`src/okd_cfg.svh`:
```
/*
  Offsets, field positions, reset values and timing figures of the
  optical keypad and display controller.
  Assumes inclusion by bare name from the controller module.
*/
`ifndef OKD_CFG_SVH
`define OKD_CFG_SVH
// Register byte offsets
`define OKD_A_CTRL  8'h00
`define OKD_A_STAT  8'h04
`define OKD_A_PIN   8'h08
`define OKD_A_VAL   8'h0c
`define OKD_A_IST   8'h10
`define OKD_A_IMSK  8'h14
// Control field positions
`define OKD_F_BL    1:0
`define OKD_F_EC    3:2
`define OKD_F_ORI   5:4
// Reset values and PIN upper limit
`define OKD_RST_BL  2'h1
`define OKD_RST_EC  2'h2
`define OKD_RST_PIN 14'h0000
`define OKD_PIN_MAX 14'h270f
// Timing figures
`define OKD_CLK_KHZ 25000
`define OKD_DEB_MS  20
`define OKD_HOLD_MS 1000
`define OKD_RPT_MS  200
`define OKD_BLK_MS  500
`define OKD_STUCK_S 70
`define OKD_IDLE_S  60
// Panel geometry and layout rows
`define OKD_W       96
`define OKD_H       64
`define OKD_ROW_VAL 12
`define OKD_ROW_BAR 44
`define OKD_ROW_SYM 54
`endif

```
`src/okd_pkg.sv`:
```
/*
  Types of the optical keypad and display controller.
  Assumes nothing beyond a SystemVerilog compiler.
*/
package okd_pkg;
  typedef enum logic [1:0] {
    OKD_MON  = 2'h0,
    OKD_DIAG = 2'h1,
    OKD_PIN  = 2'h2,
    OKD_PROG = 2'h3
  } okd_view_t;
  typedef enum logic [1:0] {
    OKD_OFF   = 2'h0,
    OKD_WHITE = 2'h1,
    OKD_RED   = 2'h2
  } okd_col_t;
  typedef enum logic [2:0] {
    OKD_HEAD  = 3'h0,
    OKD_VALUE = 3'h1,
    OKD_BAR   = 3'h2,
    OKD_RANGE = 3'h3,
    OKD_BIG   = 3'h4,
    OKD_SCRL  = 3'h5,
    OKD_SYMS  = 3'h6
  } okd_reg_t;
  typedef struct packed {
    logic [2:0]  s1, s2, s3, cand, btn, bprev, pk;
    logic [31:0] db, hold, rpt, stk, idle, blk;
    logic        held, swal, blind, cancel, blink, err_d, ld, commit, reinit;
    okd_view_t   view;
    logic [3:0]  pv, sel, wsel;
    logic [15:0] val, wval;
    logic [13:0] pin, guess;
    logic [1:0]  bl, ec, ori, bl_o;
    logic [2:0]  ist, imsk;
    okd_reg_t    rg;
    logic [31:0] prdata;
    logic [6:0]  px;
    logic [5:0]  py;
    logic [8:0]  sym;
  } okd_state_t;
endpackage : okd_pkg

```
`src/okd_ui.sv`:
```
/*
  Optical keypad gesture decoder, view controller, backlight and
  display addressing, with an APB register slave.
  Assumes buttons arrive asynchronously; store and status inputs are
  on pclk.
*/
// Added by the designer: the APB interface to the registers and the address map.
// Behaviour
// - Press held over 70 s counts false; detection state reinitialises, as at power-on.
// - Monitoring view: short up shows the next process variable.
// - Monitoring view: short down shows the previous process variable.
// - Menu: short up increments, short down decrements, not under write protect.
// - Menu: holding up or down repeats the step, not under write protect.
// - Enter commits the shown value and selects the next parameter; the code skips the commit under write protect.
// - Exit drops the edited value and selects the previous parameter.
// - Holding up and down together enters the menu in programming view.
// - While error flashing is on, the first press only stops it.
// - Steady backlight and error colour each select red, white or off.
// - Symbols bar shows keys, saving, lock, trend and traffic icons.
// - Pixel array is 96 by 64, drawn in four 90-degree orientations.
// - Monitoring layout: tag top, value and bar graph, symbols bottom.
// - Programming layout: name top, value, range and units, scrolling help.
// - Diagnostics layout: tag top, large message, scrolling text, symbols.
// - Finishing the menu or an idle timeout returns to monitoring view.
// - A nonzero PIN must be entered before the menu; zero disables it.
`include "okd_cfg.svh"
module okd_ui #(
  parameter int unsigned PV_N      = 4,
  parameter int unsigned PAR_N     = 8,
  parameter int unsigned DEB_CYC   = `OKD_DEB_MS * `OKD_CLK_KHZ,
  parameter int unsigned HOLD_CYC  = `OKD_HOLD_MS * `OKD_CLK_KHZ,
  parameter int unsigned RPT_CYC   = `OKD_RPT_MS * `OKD_CLK_KHZ,
  parameter int unsigned BLK_CYC   = `OKD_BLK_MS * `OKD_CLK_KHZ,
  parameter int unsigned STUCK_CYC = `OKD_STUCK_S * 1000 * `OKD_CLK_KHZ,
  parameter int unsigned IDLE_CYC  = `OKD_IDLE_S * 1000 * `OKD_CLK_KHZ
) (
  // Clock and reset
  input  wire logic        pclk,
  input  wire logic        presetn,
  // APB slave
  input  wire logic        psel,
  input  wire logic        penable,
  input  wire logic        pwrite,
  input  wire logic [7:0]  paddr,
  input  wire logic [31:0] pwdata,
  output logic      [31:0] prdata,
  output logic             pready,
  output logic             pslverr,
  output logic             irq,
  // Optical buttons: up, down, enter
  input  wire logic [2:0]  btn_raw,
  output logic             reinit,
  // Configuration store
  input  wire logic        wp_in,
  input  wire logic        cfg_busy,
  input  wire logic [15:0] cfg_rdata,
  output logic      [3:0]  cfg_rsel,
  output logic             cfg_we,
  output logic      [3:0]  cfg_wsel,
  output logic      [15:0] cfg_wdata,
  // Device status
  input  wire logic        err_in,
  input  wire logic        trend_in,
  input  wire logic        hart_act,
  input  wire logic        int_act,
  input  wire logic        hart_err,
  // Display
  input  wire logic [6:0]  lx,
  input  wire logic [6:0]  ly,
  output logic      [6:0]  px,
  output logic      [5:0]  py,
  output okd_pkg::okd_reg_t region,
  output logic      [8:0]  sym,
  output logic      [1:0]  bl_col,
  output okd_pkg::okd_view_t view,
  output logic      [3:0]  pv
);
  okd_pkg::okd_state_t s;
  okd_pkg::okd_state_t next_s;
  logic rise;
  logic rel;
  logic hold_ev;
  logic rpt_ev;
  logic up;
  logic dn;
  logic ent;
  logic ext;
  logic cmb;
  logic flash;
  logic stuck;
  logic wr;
  logic rd;
  logic hit;
  logic [2:0] ev;

  //////////////////////////////////////////////////////////////////////
  always_comb
  begin
    next_s = s;
    next_s.commit = 1'b0;
    next_s.reinit = 1'b0;
    // Synchroniser and debounce; a change counts once stages two and three agree and the debounce count then reaches DEB_CYC - 1
    next_s.s1 = btn_raw;
    next_s.s2 = s.s1;
    next_s.s3 = s.s2;
    if (s.s2 == s.s3 && s.s3 != s.cand)
    begin
      next_s.cand = s.s3;
      next_s.db = 32'h0;
    end
    else if (s.db != DEB_CYC - 1)
      next_s.db = s.db + 32'h1;
    else
    begin
      next_s.btn = s.blind ? 3'h0 : s.cand;
      if (s.cand == 3'h0)
        next_s.blind = 1'b0;
    end
    next_s.bprev = s.btn;
    rise = |(s.btn & ~s.bprev);
    rel = s.btn == 3'h0 && s.bprev != 3'h0;
    // Gesture timing
    next_s.pk = rel ? 3'h0 : s.pk | s.btn;
    hold_ev = s.btn != 3'h0 && s.btn == s.bprev && !s.held
              && s.hold == HOLD_CYC - 1 && !s.swal;
    if (s.btn == 3'h0 || s.btn != s.bprev)
      next_s.hold = 32'h0;
    else if (s.hold != HOLD_CYC - 1)
      next_s.hold = s.hold + 32'h1;
    if (hold_ev)
      next_s.held = 1'b1;
    if (rel)
    begin
      next_s.held = 1'b0;
      next_s.swal = 1'b0;
    end
    rpt_ev = s.held && s.btn == s.bprev && s.rpt == RPT_CYC - 1 && !s.swal;
    if (!s.held || s.btn != s.bprev || rpt_ev)
      next_s.rpt = 32'h0;
    else
      next_s.rpt = s.rpt + 32'h1;
    up = ((rel && !s.held && !s.swal && s.pk == 3'h1)
         || ((hold_ev || rpt_ev) && s.btn == 3'h1));
    dn = ((rel && !s.held && !s.swal && s.pk == 3'h2)
         || ((hold_ev || rpt_ev) && s.btn == 3'h2));
    ent = rel && !s.held && !s.swal && s.pk == 3'h4;
    ext = hold_ev && s.btn == 3'h4;
    cmb = hold_ev && s.btn == 3'h3;
    // False press watchdog
    stuck = s.btn != 3'h0 && s.stk == STUCK_CYC - 1;
    next_s.stk = (s.btn == 3'h0 || stuck) ? 32'h0 : s.stk + 32'h1;
    if (stuck)
    begin
      next_s.reinit = 1'b1;
      next_s.blind = 1'b1;
      next_s.btn = 3'h0;
      next_s.bprev = 3'h0;
      next_s.pk = 3'h0;
      next_s.held = 1'b0;
      next_s.swal = 1'b0;
      next_s.hold = 32'h0;
      next_s.db = 32'h0;
    end
    // Error flashing; first press only cancels it
    next_s.err_d = err_in;
    flash = err_in && s.ec != 2'(okd_pkg::OKD_OFF) && !s.cancel;
    if (!err_in)
      next_s.cancel = 1'b0;
    else if (flash && rise)
    begin
      next_s.cancel = 1'b1;
      next_s.swal = 1'b1;
    end
    next_s.blk = (s.blk == BLK_CYC - 1) ? 32'h0 : s.blk + 32'h1;
    if (s.blk == BLK_CYC - 1)
      next_s.blink = ~s.blink;
    next_s.bl_o = flash ? (s.blink ? s.ec : 2'(okd_pkg::OKD_OFF)) : s.bl;
    // Inactivity timer
    next_s.idle = (s.btn != 3'h0) ? 32'h0 : s.idle + 32'h1;
    if (s.ld)
    begin
      next_s.val = cfg_rdata;
      next_s.ld = 1'b0;
    end
    // View machine
    case (s.view)
      okd_pkg::OKD_MON, okd_pkg::OKD_DIAG:
      begin
        next_s.view = err_in ? okd_pkg::OKD_DIAG : okd_pkg::OKD_MON;
        if (up)
          next_s.pv = (s.pv == 4'(PV_N - 1)) ? 4'h0 : s.pv + 4'h1;
        else if (dn)
          next_s.pv = (s.pv == 4'h0) ? 4'(PV_N - 1) : s.pv - 4'h1;
        else if (cmb)
        begin
          next_s.idle = 32'h0;
          next_s.sel = 4'h0;
          next_s.ld = 1'b1;
          next_s.guess = 14'h0;
          next_s.view = (s.pin != 14'h0) ? okd_pkg::OKD_PIN : okd_pkg::OKD_PROG;
        end
      end
      okd_pkg::OKD_PIN:
      begin
        if (up)
          next_s.guess = (s.guess == `OKD_PIN_MAX) ? 14'h0 : s.guess + 14'h1;
        else if (dn)
          next_s.guess = (s.guess == 14'h0) ? `OKD_PIN_MAX : s.guess - 14'h1;
        else if (ent)
          next_s.view = (s.guess == s.pin) ? okd_pkg::OKD_PROG : okd_pkg::OKD_MON;
        else if (ext || s.idle == IDLE_CYC - 1)
          next_s.view = okd_pkg::OKD_MON;
      end
      okd_pkg::OKD_PROG:
      begin
        if (up && !wp_in && !s.ld)
          next_s.val = s.val + 16'h1;
        else if (dn && !wp_in && !s.ld)
          next_s.val = s.val - 16'h1;
        else if (ent)
        begin
          next_s.commit = !wp_in;
          next_s.wsel = s.sel;
          next_s.wval = s.val;
          next_s.ld = 1'b1;
          if (s.sel == 4'(PAR_N - 1))
            next_s.view = okd_pkg::OKD_MON;
          else
            next_s.sel = s.sel + 4'h1;
        end
        else if (ext)
        begin
          next_s.ld = 1'b1;
          if (s.sel == 4'h0)
            next_s.view = okd_pkg::OKD_MON;
          else
            next_s.sel = s.sel - 4'h1;
        end
        else if (s.idle == IDLE_CYC - 1)
          next_s.view = okd_pkg::OKD_MON;
      end
      default:
        next_s.view = okd_pkg::OKD_MON;
    endcase
    // Symbols bar: up, down, enter, save, lock, trend, hart, int, hart error
    next_s.sym = {hart_err, int_act, hart_act, trend_in, wp_in, cfg_busy,
                  s.btn[2], s.btn[1], s.btn[0]};
    // Orientation mapping onto the fixed panel
    case (s.ori)
      2'h1:
      begin
        next_s.px = 7'(`OKD_W - 1 - (`OKD_W - `OKD_H) / 2) - ly;
        next_s.py = lx[5:0];
      end
      2'h2:
      begin
        next_s.px = 7'(`OKD_W - 1) - lx;
        next_s.py = 6'(`OKD_H - 1) - ly[5:0];
      end
      2'h3:
      begin
        next_s.px = 7'((`OKD_W - `OKD_H) / 2) + ly;
        next_s.py = 6'(`OKD_H - 1) - lx[5:0];
      end
      default:
      begin
        next_s.px = lx;
        next_s.py = ly[5:0];
      end
    endcase
    // Screen layout by view and row
    if (ly < 7'(`OKD_ROW_VAL))
      next_s.rg = okd_pkg::OKD_HEAD;
    else if (ly < 7'(`OKD_ROW_BAR))
      next_s.rg = (s.view == okd_pkg::OKD_DIAG) ? okd_pkg::OKD_BIG : okd_pkg::OKD_VALUE;
    else if (ly < 7'(`OKD_ROW_SYM))
    begin
      case (s.view)
        okd_pkg::OKD_MON:  next_s.rg = okd_pkg::OKD_BAR;
        okd_pkg::OKD_DIAG: next_s.rg = okd_pkg::OKD_SCRL;
        default:           next_s.rg = okd_pkg::OKD_RANGE;
      endcase
    end
    else
      next_s.rg = (s.view == okd_pkg::OKD_MON || s.view == okd_pkg::OKD_DIAG)
                  ? okd_pkg::OKD_SYMS : okd_pkg::OKD_SCRL;
    // APB slave; read data is captured in the setup cycle
    wr = psel && penable && pwrite;
    rd = psel && !penable && !pwrite;
    hit = paddr == `OKD_A_CTRL || paddr == `OKD_A_STAT || paddr == `OKD_A_PIN
          || paddr == `OKD_A_VAL || paddr == `OKD_A_IST || paddr == `OKD_A_IMSK;
    ev = {err_in && !s.err_d, s.reinit, s.commit};
    next_s.ist = s.ist | ev;
    if (wr && paddr == `OKD_A_CTRL)
    begin
      next_s.bl = pwdata[`OKD_F_BL];
      next_s.ec = pwdata[`OKD_F_EC];
      next_s.ori = pwdata[`OKD_F_ORI];
    end
    if (wr && paddr == `OKD_A_PIN)
      next_s.pin = pwdata[13:0];
    if (wr && paddr == `OKD_A_IST)
      next_s.ist = (s.ist & ~pwdata[2:0]) | ev;
    if (wr && paddr == `OKD_A_IMSK)
      next_s.imsk = pwdata[2:0];
    if (rd)
    begin
      case (paddr)
        `OKD_A_CTRL: next_s.prdata = {26'h0, s.ori, s.ec, s.bl};
        `OKD_A_STAT: next_s.prdata = {20'h0, wp_in, flash, s.sel, s.pv, s.view};
        `OKD_A_PIN:  next_s.prdata = {18'h0, s.pin};
        `OKD_A_VAL:  next_s.prdata = {16'h0, s.val};
        `OKD_A_IST:  next_s.prdata = {29'h0, s.ist};
        `OKD_A_IMSK: next_s.prdata = {29'h0, s.imsk};
        default:     next_s.prdata = 32'h0;
      endcase
    end
  end

  //////////////////////////////////////////////////////////////////////
  always_ff @(posedge pclk or negedge presetn)
  begin
    if (!presetn)
    begin
      s <= '0;
      s.bl <= `OKD_RST_BL;
      s.ec <= `OKD_RST_EC;
      s.pin <= `OKD_RST_PIN;
      s.view <= okd_pkg::OKD_MON;
      s.rg <= okd_pkg::OKD_HEAD;
    end
    else
      s <= next_s;
  end

  assign prdata = s.prdata;
  assign pready = 1'b1;
  assign pslverr = psel && penable && !hit;
  assign irq = |(s.ist & s.imsk);
  assign reinit = s.reinit;
  assign cfg_rsel = s.sel;
  assign cfg_we = s.commit;
  assign cfg_wsel = s.wsel;
  assign cfg_wdata = s.wval;
  assign px = s.px;
  assign py = s.py;
  assign region = s.rg;
  assign sym = s.sym;
  assign bl_col = s.bl_o;
  assign view = s.view;
  assign pv = s.pv;
endmodule : okd_ui

```
`config.mk`:
```
export PLATFORM = sky130hd
export DESIGN_NAME = okd_ui
export DESIGN_NICKNAME = d
export VERILOG_FILES = /design/src/okd_pkg.sv /design/src/okd_ui.sv
export VERILOG_INCLUDE_DIRS = /design/src
export SDC_FILE = /design/constraint.sdc
export NUM_CORES = 1
export LEC_CHECK = 0
export BUFFER_PORTS_ARGS = -buffer_cell sky130_fd_sc_hd__buf_2
export CAP_MARGIN = 10
export CORE_MARGIN = 3
export CORE_UTILIZATION = 54
export CTS_CLUSTER_SIZE = 12
export DETAILED_ROUTE_END_ITERATION = 12
export HOLD_SLACK_MARGIN = 0.06
export PLACE_DENSITY = 0.77
export SLEW_MARGIN = 25
export SYNTH_ARGS = -nofsm -noshare
export SYNTH_HDL_FRONTEND = slang
export SYNTH_SLANG_ARGS = --single-unit
```
`constraint.sdc`:
```
create_clock -name pclk -period 3.3 [get_ports pclk]
set_clock_uncertainty 0.05 [all_clocks]
set_input_delay 0.66 -clock pclk [delete_from_list [all_inputs] [get_ports pclk]]
set_output_delay 0.66 -clock pclk [all_outputs]
set_load 0.005 [all_outputs]
```
After elaboration in Yosys (flattened, before gate mapping)
Index checks and enable logic that the tools add are counted.
- memories: 0
- bits in writable memories: 0
- bits in latches: 0
- register bits: 367
- bits in read-only memories: 0
- word-level logic and storage cells: 309
- shift-type cells: 0
- reduce and logical (&&, ||, !) cells: 87
- bitwise operators: 11
- $mul: 0
- eq/ne operators: 51
- $lt $le $gt $ge: 3
- add/sub/neg operators: 19
- mux-type cells: 97
- div/mod/pow operators: 0
- operators by type and width (cell ; count):
    $mux 32 ; 13
    $add 32x1->32 const B ; 6
    $mux 14 ; 7
    $mux 16 ; 6
    $pmux 16 s6 ; 1
    $mux 73 ; 1
    $eq 32x31->1 const B ; 2
    $mux 4 ; 12
    $mux 2 ; 21
    $pmux 13 s3 ; 1
    $logic_and 1x1->1 ; 36
    $eq 32x23->1 const B ; 1
    $eq 32x24->1 const B ; 1
    $eq 32x25->1 const B ; 1
    $ne 32x19->1 const B ; 1
    $ne 32x25->1 const B ; 1
    $mux 3 ; 10
    $pmux 14 s2 ; 1
    $mux 1 ; 18
    $ne 2x2->1 const B ; 9
    $ne 3x3->1 const B ; 6
    $add 16x1->16 const B ; 1
    $eq 8x4->1 const B ; 2
    $eq 8x5->1 const B ; 2
    other kinds (51) ; 108

Logic depth before layout (Yosys ltp)
- depth in word-level cells: 13
- depth in mapped cells: 12
- mapped depth without buffers: 10

Worst setup path after synthesis
Ideal clock, no wire load.
- path kind: reg-to-reg
- from: register s[307] (netlist name)
- to: register s (netlist bit pv[2])
- data required time: 3.125 ns
- path slack: 0.168 ns
- arrival: 2.957 ns
- period minus slack after synthesis: 3.132 ns
- path buffers: 1
- setup time: 0.125 ns
- stages on the path, launching flop included: 10
- path through: dfrtp_1 > or4b_1 > or4_4 > nor4_2 > o21ai_1 > and2_1 > or2_2 > clkbuf_1 > a21oi_1 > mux2_2
- longest elaborated chain between the ends: 8
- elaborated cells on any way between the ends: 11
- classes of those cells: eq/ne (1); mux (1); reduce/logical (9)
- ends and longest elaborated chain (element ; line ; source):
    start: declaration ; okd_ui.sv:78 ; okd_pkg::okd_state_t s;
    start signal: assignment ; okd_ui.sv:333 ; s <= next_s;
    $eq 32x25->1 * ; okd_ui.sv:125 ; && s.hold == HOLD_CYC - 1 && !s.swal;
    $logic_and 1x1->1 * (2 in series) ; okd_ui.sv:125 ;
    $logic_or 1x1->1 * ; okd_ui.sv:143, okd_ui.sv:145 ;
    $logic_and 1x1->1 (on tied branches) ; okd_ui.sv:143, okd_ui.sv:145 ;
    $logic_or 1x1->1 (on tied branches) ; okd_ui.sv:143, okd_ui.sv:145 ;
    $reduce_bool 2->1 (no line) ; -- ;
    $reduce_and 2->1 (no line) ; -- ;
Every way passes the cells marked *; elsewhere a longest branch is shown, timed or not.
A chain may end at the register's enable or synchronous reset.

Final worst setup path
- from: register s[305] (netlist name)
- to: register s[83] (netlist name)
- longest elaborated chain between the ends: 8
- elaborated cells on any way between the ends: 16
- classes of those cells: eq/ne (5); mux (2); reduce/logical (9)
- ends and longest elaborated chain (element ; line):
    $eq 32x25->1 * ; okd_ui.sv:125
    $logic_and 1x1->1 * (2 in series) ; okd_ui.sv:125
    $logic_or 1x1->1 ; okd_ui.sv:143, okd_ui.sv:145
    $logic_and 1x1->1 (on tied branches) ; okd_ui.sv:143, okd_ui.sv:145
    $logic_or 1x1->1 (on tied branches) ; okd_ui.sv:143, okd_ui.sv:145
    $ne 3x3->1 (no line), or another cell as far along ; --
    $reduce_and 5->1 (no line) / $pmux 14 s2 (equally long branches) ; --
Marks and branches as above.

==> flow_metrics.py <==
metrics = {
    "outcome": {
        "status": "complete, no violations",
    },
    "global_routing": {
        "antenna_found_initial": 0,
        "globalRouteOverflowTotal": 0,
        "first_global_vias": 14600,
        "grt_first_pass_wirelength_um": 72500,
        "grt_max_degree": 99,
        "grt_usage_pct": 23.6,
    },
    "sta": {
        "slew_violations": 0,
        "setup_viol": 0,
        "worst_slack_ps": 32.7,
        "fmax_mhz": 306,
        "min_period_over_period_pct": 99.0,
        "hold_violations": 0,
        "worstMarginPinSlew_ps": 820,
        "period_minus_slack_ps": 3270,
        "slew_headroom_pct": 45.1,
    },
    "cells_and_area": {
        "nFillCells": 2745,
        "drive_gt1_share_pct": 17.1,
        "antenna_cells": 0,
        "nNetsFinal": 2185,
        "fin_area_um2": 21100,
        "area_delta_synth_final_pct": 12.2,
        "seq_area_um2": 8790,
        "multiInputGateArea_um2": 9060,
    },
    "yosys": {
        "synth_enable_flop_cells": 0,
        "ys_ff_latch": 351,
        "synth_common_cells": "349 x dfrtp_1, 257 x nor2_1, 186 x nand2_1",
        "synth_cell_types": 79,
        "ys_seq_area_share_pct": 46.6,
        "synth_area_um2": 18800,
        "yosys_most_used_dff": "dfrtp_1",
        "netlist.area_leader.share_pct": 46.4,
        "synthCells": 1985,
        "yosysMostFrequentCell": "dfrtp_1",
        "synth-async-reset-ratio_pct": 100,
        "synth_top_cell_by_area": "dfrtp_1",
        "syn_area_per_cell_um2": 9.49,
        "synth_area_leaders": "dfrtp_1 46%, xor2_1 6.0%, nor2_1 5.1%, nand2_1 3.7%, buf_4 3.6%",
        "ys_warn_count": 0,
    },
    "power": {
        "pwr-share-seq_pct": 48.7,
        "p_sw_mw": 2.07,
        "power_density_nw_per_um2": 436,
        "swShare_pct": 22.5,
        "pwr-share-comb_pct": 4.7,
        "clkPwrFrac_pct": 46.6,
        "p_int_mw": 7.15,
        "p_leak_nw": 9.51,
        "peakVddDrop_mv": 0.366,
    },
    "placement": {
        "dp_hpwl_um": 31100,
        "place_ws_ps": -75.7,
        "routabilityCongestion": 0.944,
        "portBuffers": 143,
        "place_area_um2": 19700,
    },
    "clock_tree": {
        "clk_latency_ps": 540,
        "cts.sinks": 351,
        "postCtsHoldBufs": 0,
        "cts_made_buffers": 38,
        "cts_tree": "done",
        "clkSlewWorstSetupHoldPaths_ps": 70,
        "h-tree-depth": 2,
        "cts_root_buf": "clkbuf_16",
        "clk_path_buf_depth": 3,
    },
    "route": {
        "finalWirelength_um": 44800,
        "drc": 0,
        "viasPerCell": 5.87,
        "post_drt_wl_per_cell_um": 17.5,
        "first_iter_violations": 941,
        "vias": 15000,
        "drtAntennaViolNets": 0,
        "drt_pre_antenna_iters": 6,
    },
    "die": {
        "die_y_um": 193,
        "die_x_um": 193,
        "start_util_pct": 55.5,
        "coreArea_um2": 34000,
        "num_rows": 67,
        "die-area_um2": 37200,
        "ios": 179,
    },
    "flow_run": {
        "cap_violations": 0,
    },
    "worst_setup_path": {
        "setup.worst_path.start": "s[305]",
        "crit_fanout": 6,
        "rr_startpoint": "s[305]",
        "rrSetupSlack_ps": 30,
        "required_ps": 3710,
        "worstPathArrival_ps": 3680,
        "reg2reg_to": "s[83]",
        "crit_path_start_kind": "flip-flop",
        "reg2reg_depth": 9,
        "worstSetupPathType": "flip-flop to flip-flop",
        "worstSetupEndpoint": "s[83]",
        "crit_path_end_kind": "flip-flop",
    },
    "worst_hold_path": {
        "worst_hold_path_type": "primary input to asynchronous set/reset pin",
    },
}
[critical path, cell delays in order (launching register included)]
cell and delay, ps:
dfrtp_1 380, or4b_1 550, or4_4 450, nor4_4 390
a31oi_4 160, o41a_1 490, buf_6 190, o31ai_1 260
o21ai_0 120, o21ai_0 160
[layout make-up]
type,count,share of cell area (%)
clock buffer,61,5.53
clock inverter,6,0.485
inverter,36,0.639
multi-input combinational,1443,42.9
sequential,351,41.6
tap,448,2.65
timing repair buffer,210,6.28
[state kept, by name (all words and copies together), names as in the netlist, 3 cells and up]
signal / count
cfg_wdata: 16
region: 3
cfg_wsel: 4
prdata: 16
py: 6
cfg_rsel: 4
px: 7
s: 267
pv: 4
next_s: 9
sym: 9
[how the worst min path moves through the flow]
stage / startpoint / cells past startpoint / slack, ps / end
final: presetn / 1 / 120 / sym[6]
after global routing: hart_err / 1 / 160 / sym[8]
after CTS: presetn / 1 / 150 / sym[6]
after detailed placement: next_s[362] / 0 / 280 / next_s[359]
after global placement: next_s[361] / 0 / 280 / next_s[358]
after floorplan: next_s[361] / 0 / 280 / next_s[358]
[routing by layer]
layer  vias to the layer above  part of all wire (%)  track usage, %
met5                         -                     0               0
met4                         0                   2.9            8.15
met3                       103                   6.5            3.58
met2                       506                    47            39.1
met1                      7385                    43            31.8
li1                       7003                     -               -
[per-stage QoR]
step | utilization [%] | hold WS [ps] | setup TNS [ps] | instances | total power, mW
2_1_floorplan | - | 281 | 0 | 2000 | 4.79
3_3_place_gp | 58.2 | 284 | 0 | 2483 | 4.98
3_5_place_dp | 58.2 | 285 | -110 | 2483 | 5.00
4_1_cts | 61.9 | 145 | 0 | 2550 | 9.31
5_1_grt | 62.3 | 159 | -188 | 2555 | 9.55
6_report | 62.3 | 120 | 0 | 2555 | 9.22
[power groups by stage]
stage / Clock [mW] / Sequential, mW / Combinational (mW)
4_1_cts: 4.39 / 4.49 / 0.441
5_1_grt: 4.56 / 4.50 / 0.498
6_report: 4.29 / 4.49 / 0.435
3_5_place_dp: 0 / 4.56 / 0.438
3_3_place_gp: 0 / 4.56 / 0.419
2_1_floorplan: 0 / 4.51 / 0.276
[layout by cell type (no fill, tap or decap), types with 55 or more instances in the layout]
cell / count
dfrtp_1: 349
nor2_1: 257
nand2_1: 185
buf_2: 143
xor2_1: 129
nand3_1: 106
o21ai_0: 81
xnor2_1: 71
mux2_2: 58
nor3_1: 57
buf_4: 55
[logic make-up after synthesis]
group           count (synthesis)  synth area share, %
compound gates                245                 8.24
buf+inv                       206                 6.03
xor+xnor                      200                 9.30
fa+ha+maj                      21                 1.42
flops                         351                 46.6
other cells                     2               0.0399
simple gates                  861                 22.5
mux                            99                 5.84
[timing repair]
action | in CTS | in global routing
buffers inserted | 0 | 4
resized for setup | 1 | 18
pin swaps | 2 | 9
gates cloned | 0 | 1
endpoints found under the setup margin | 6 | 14
Power figures use the tool's default switching activity.
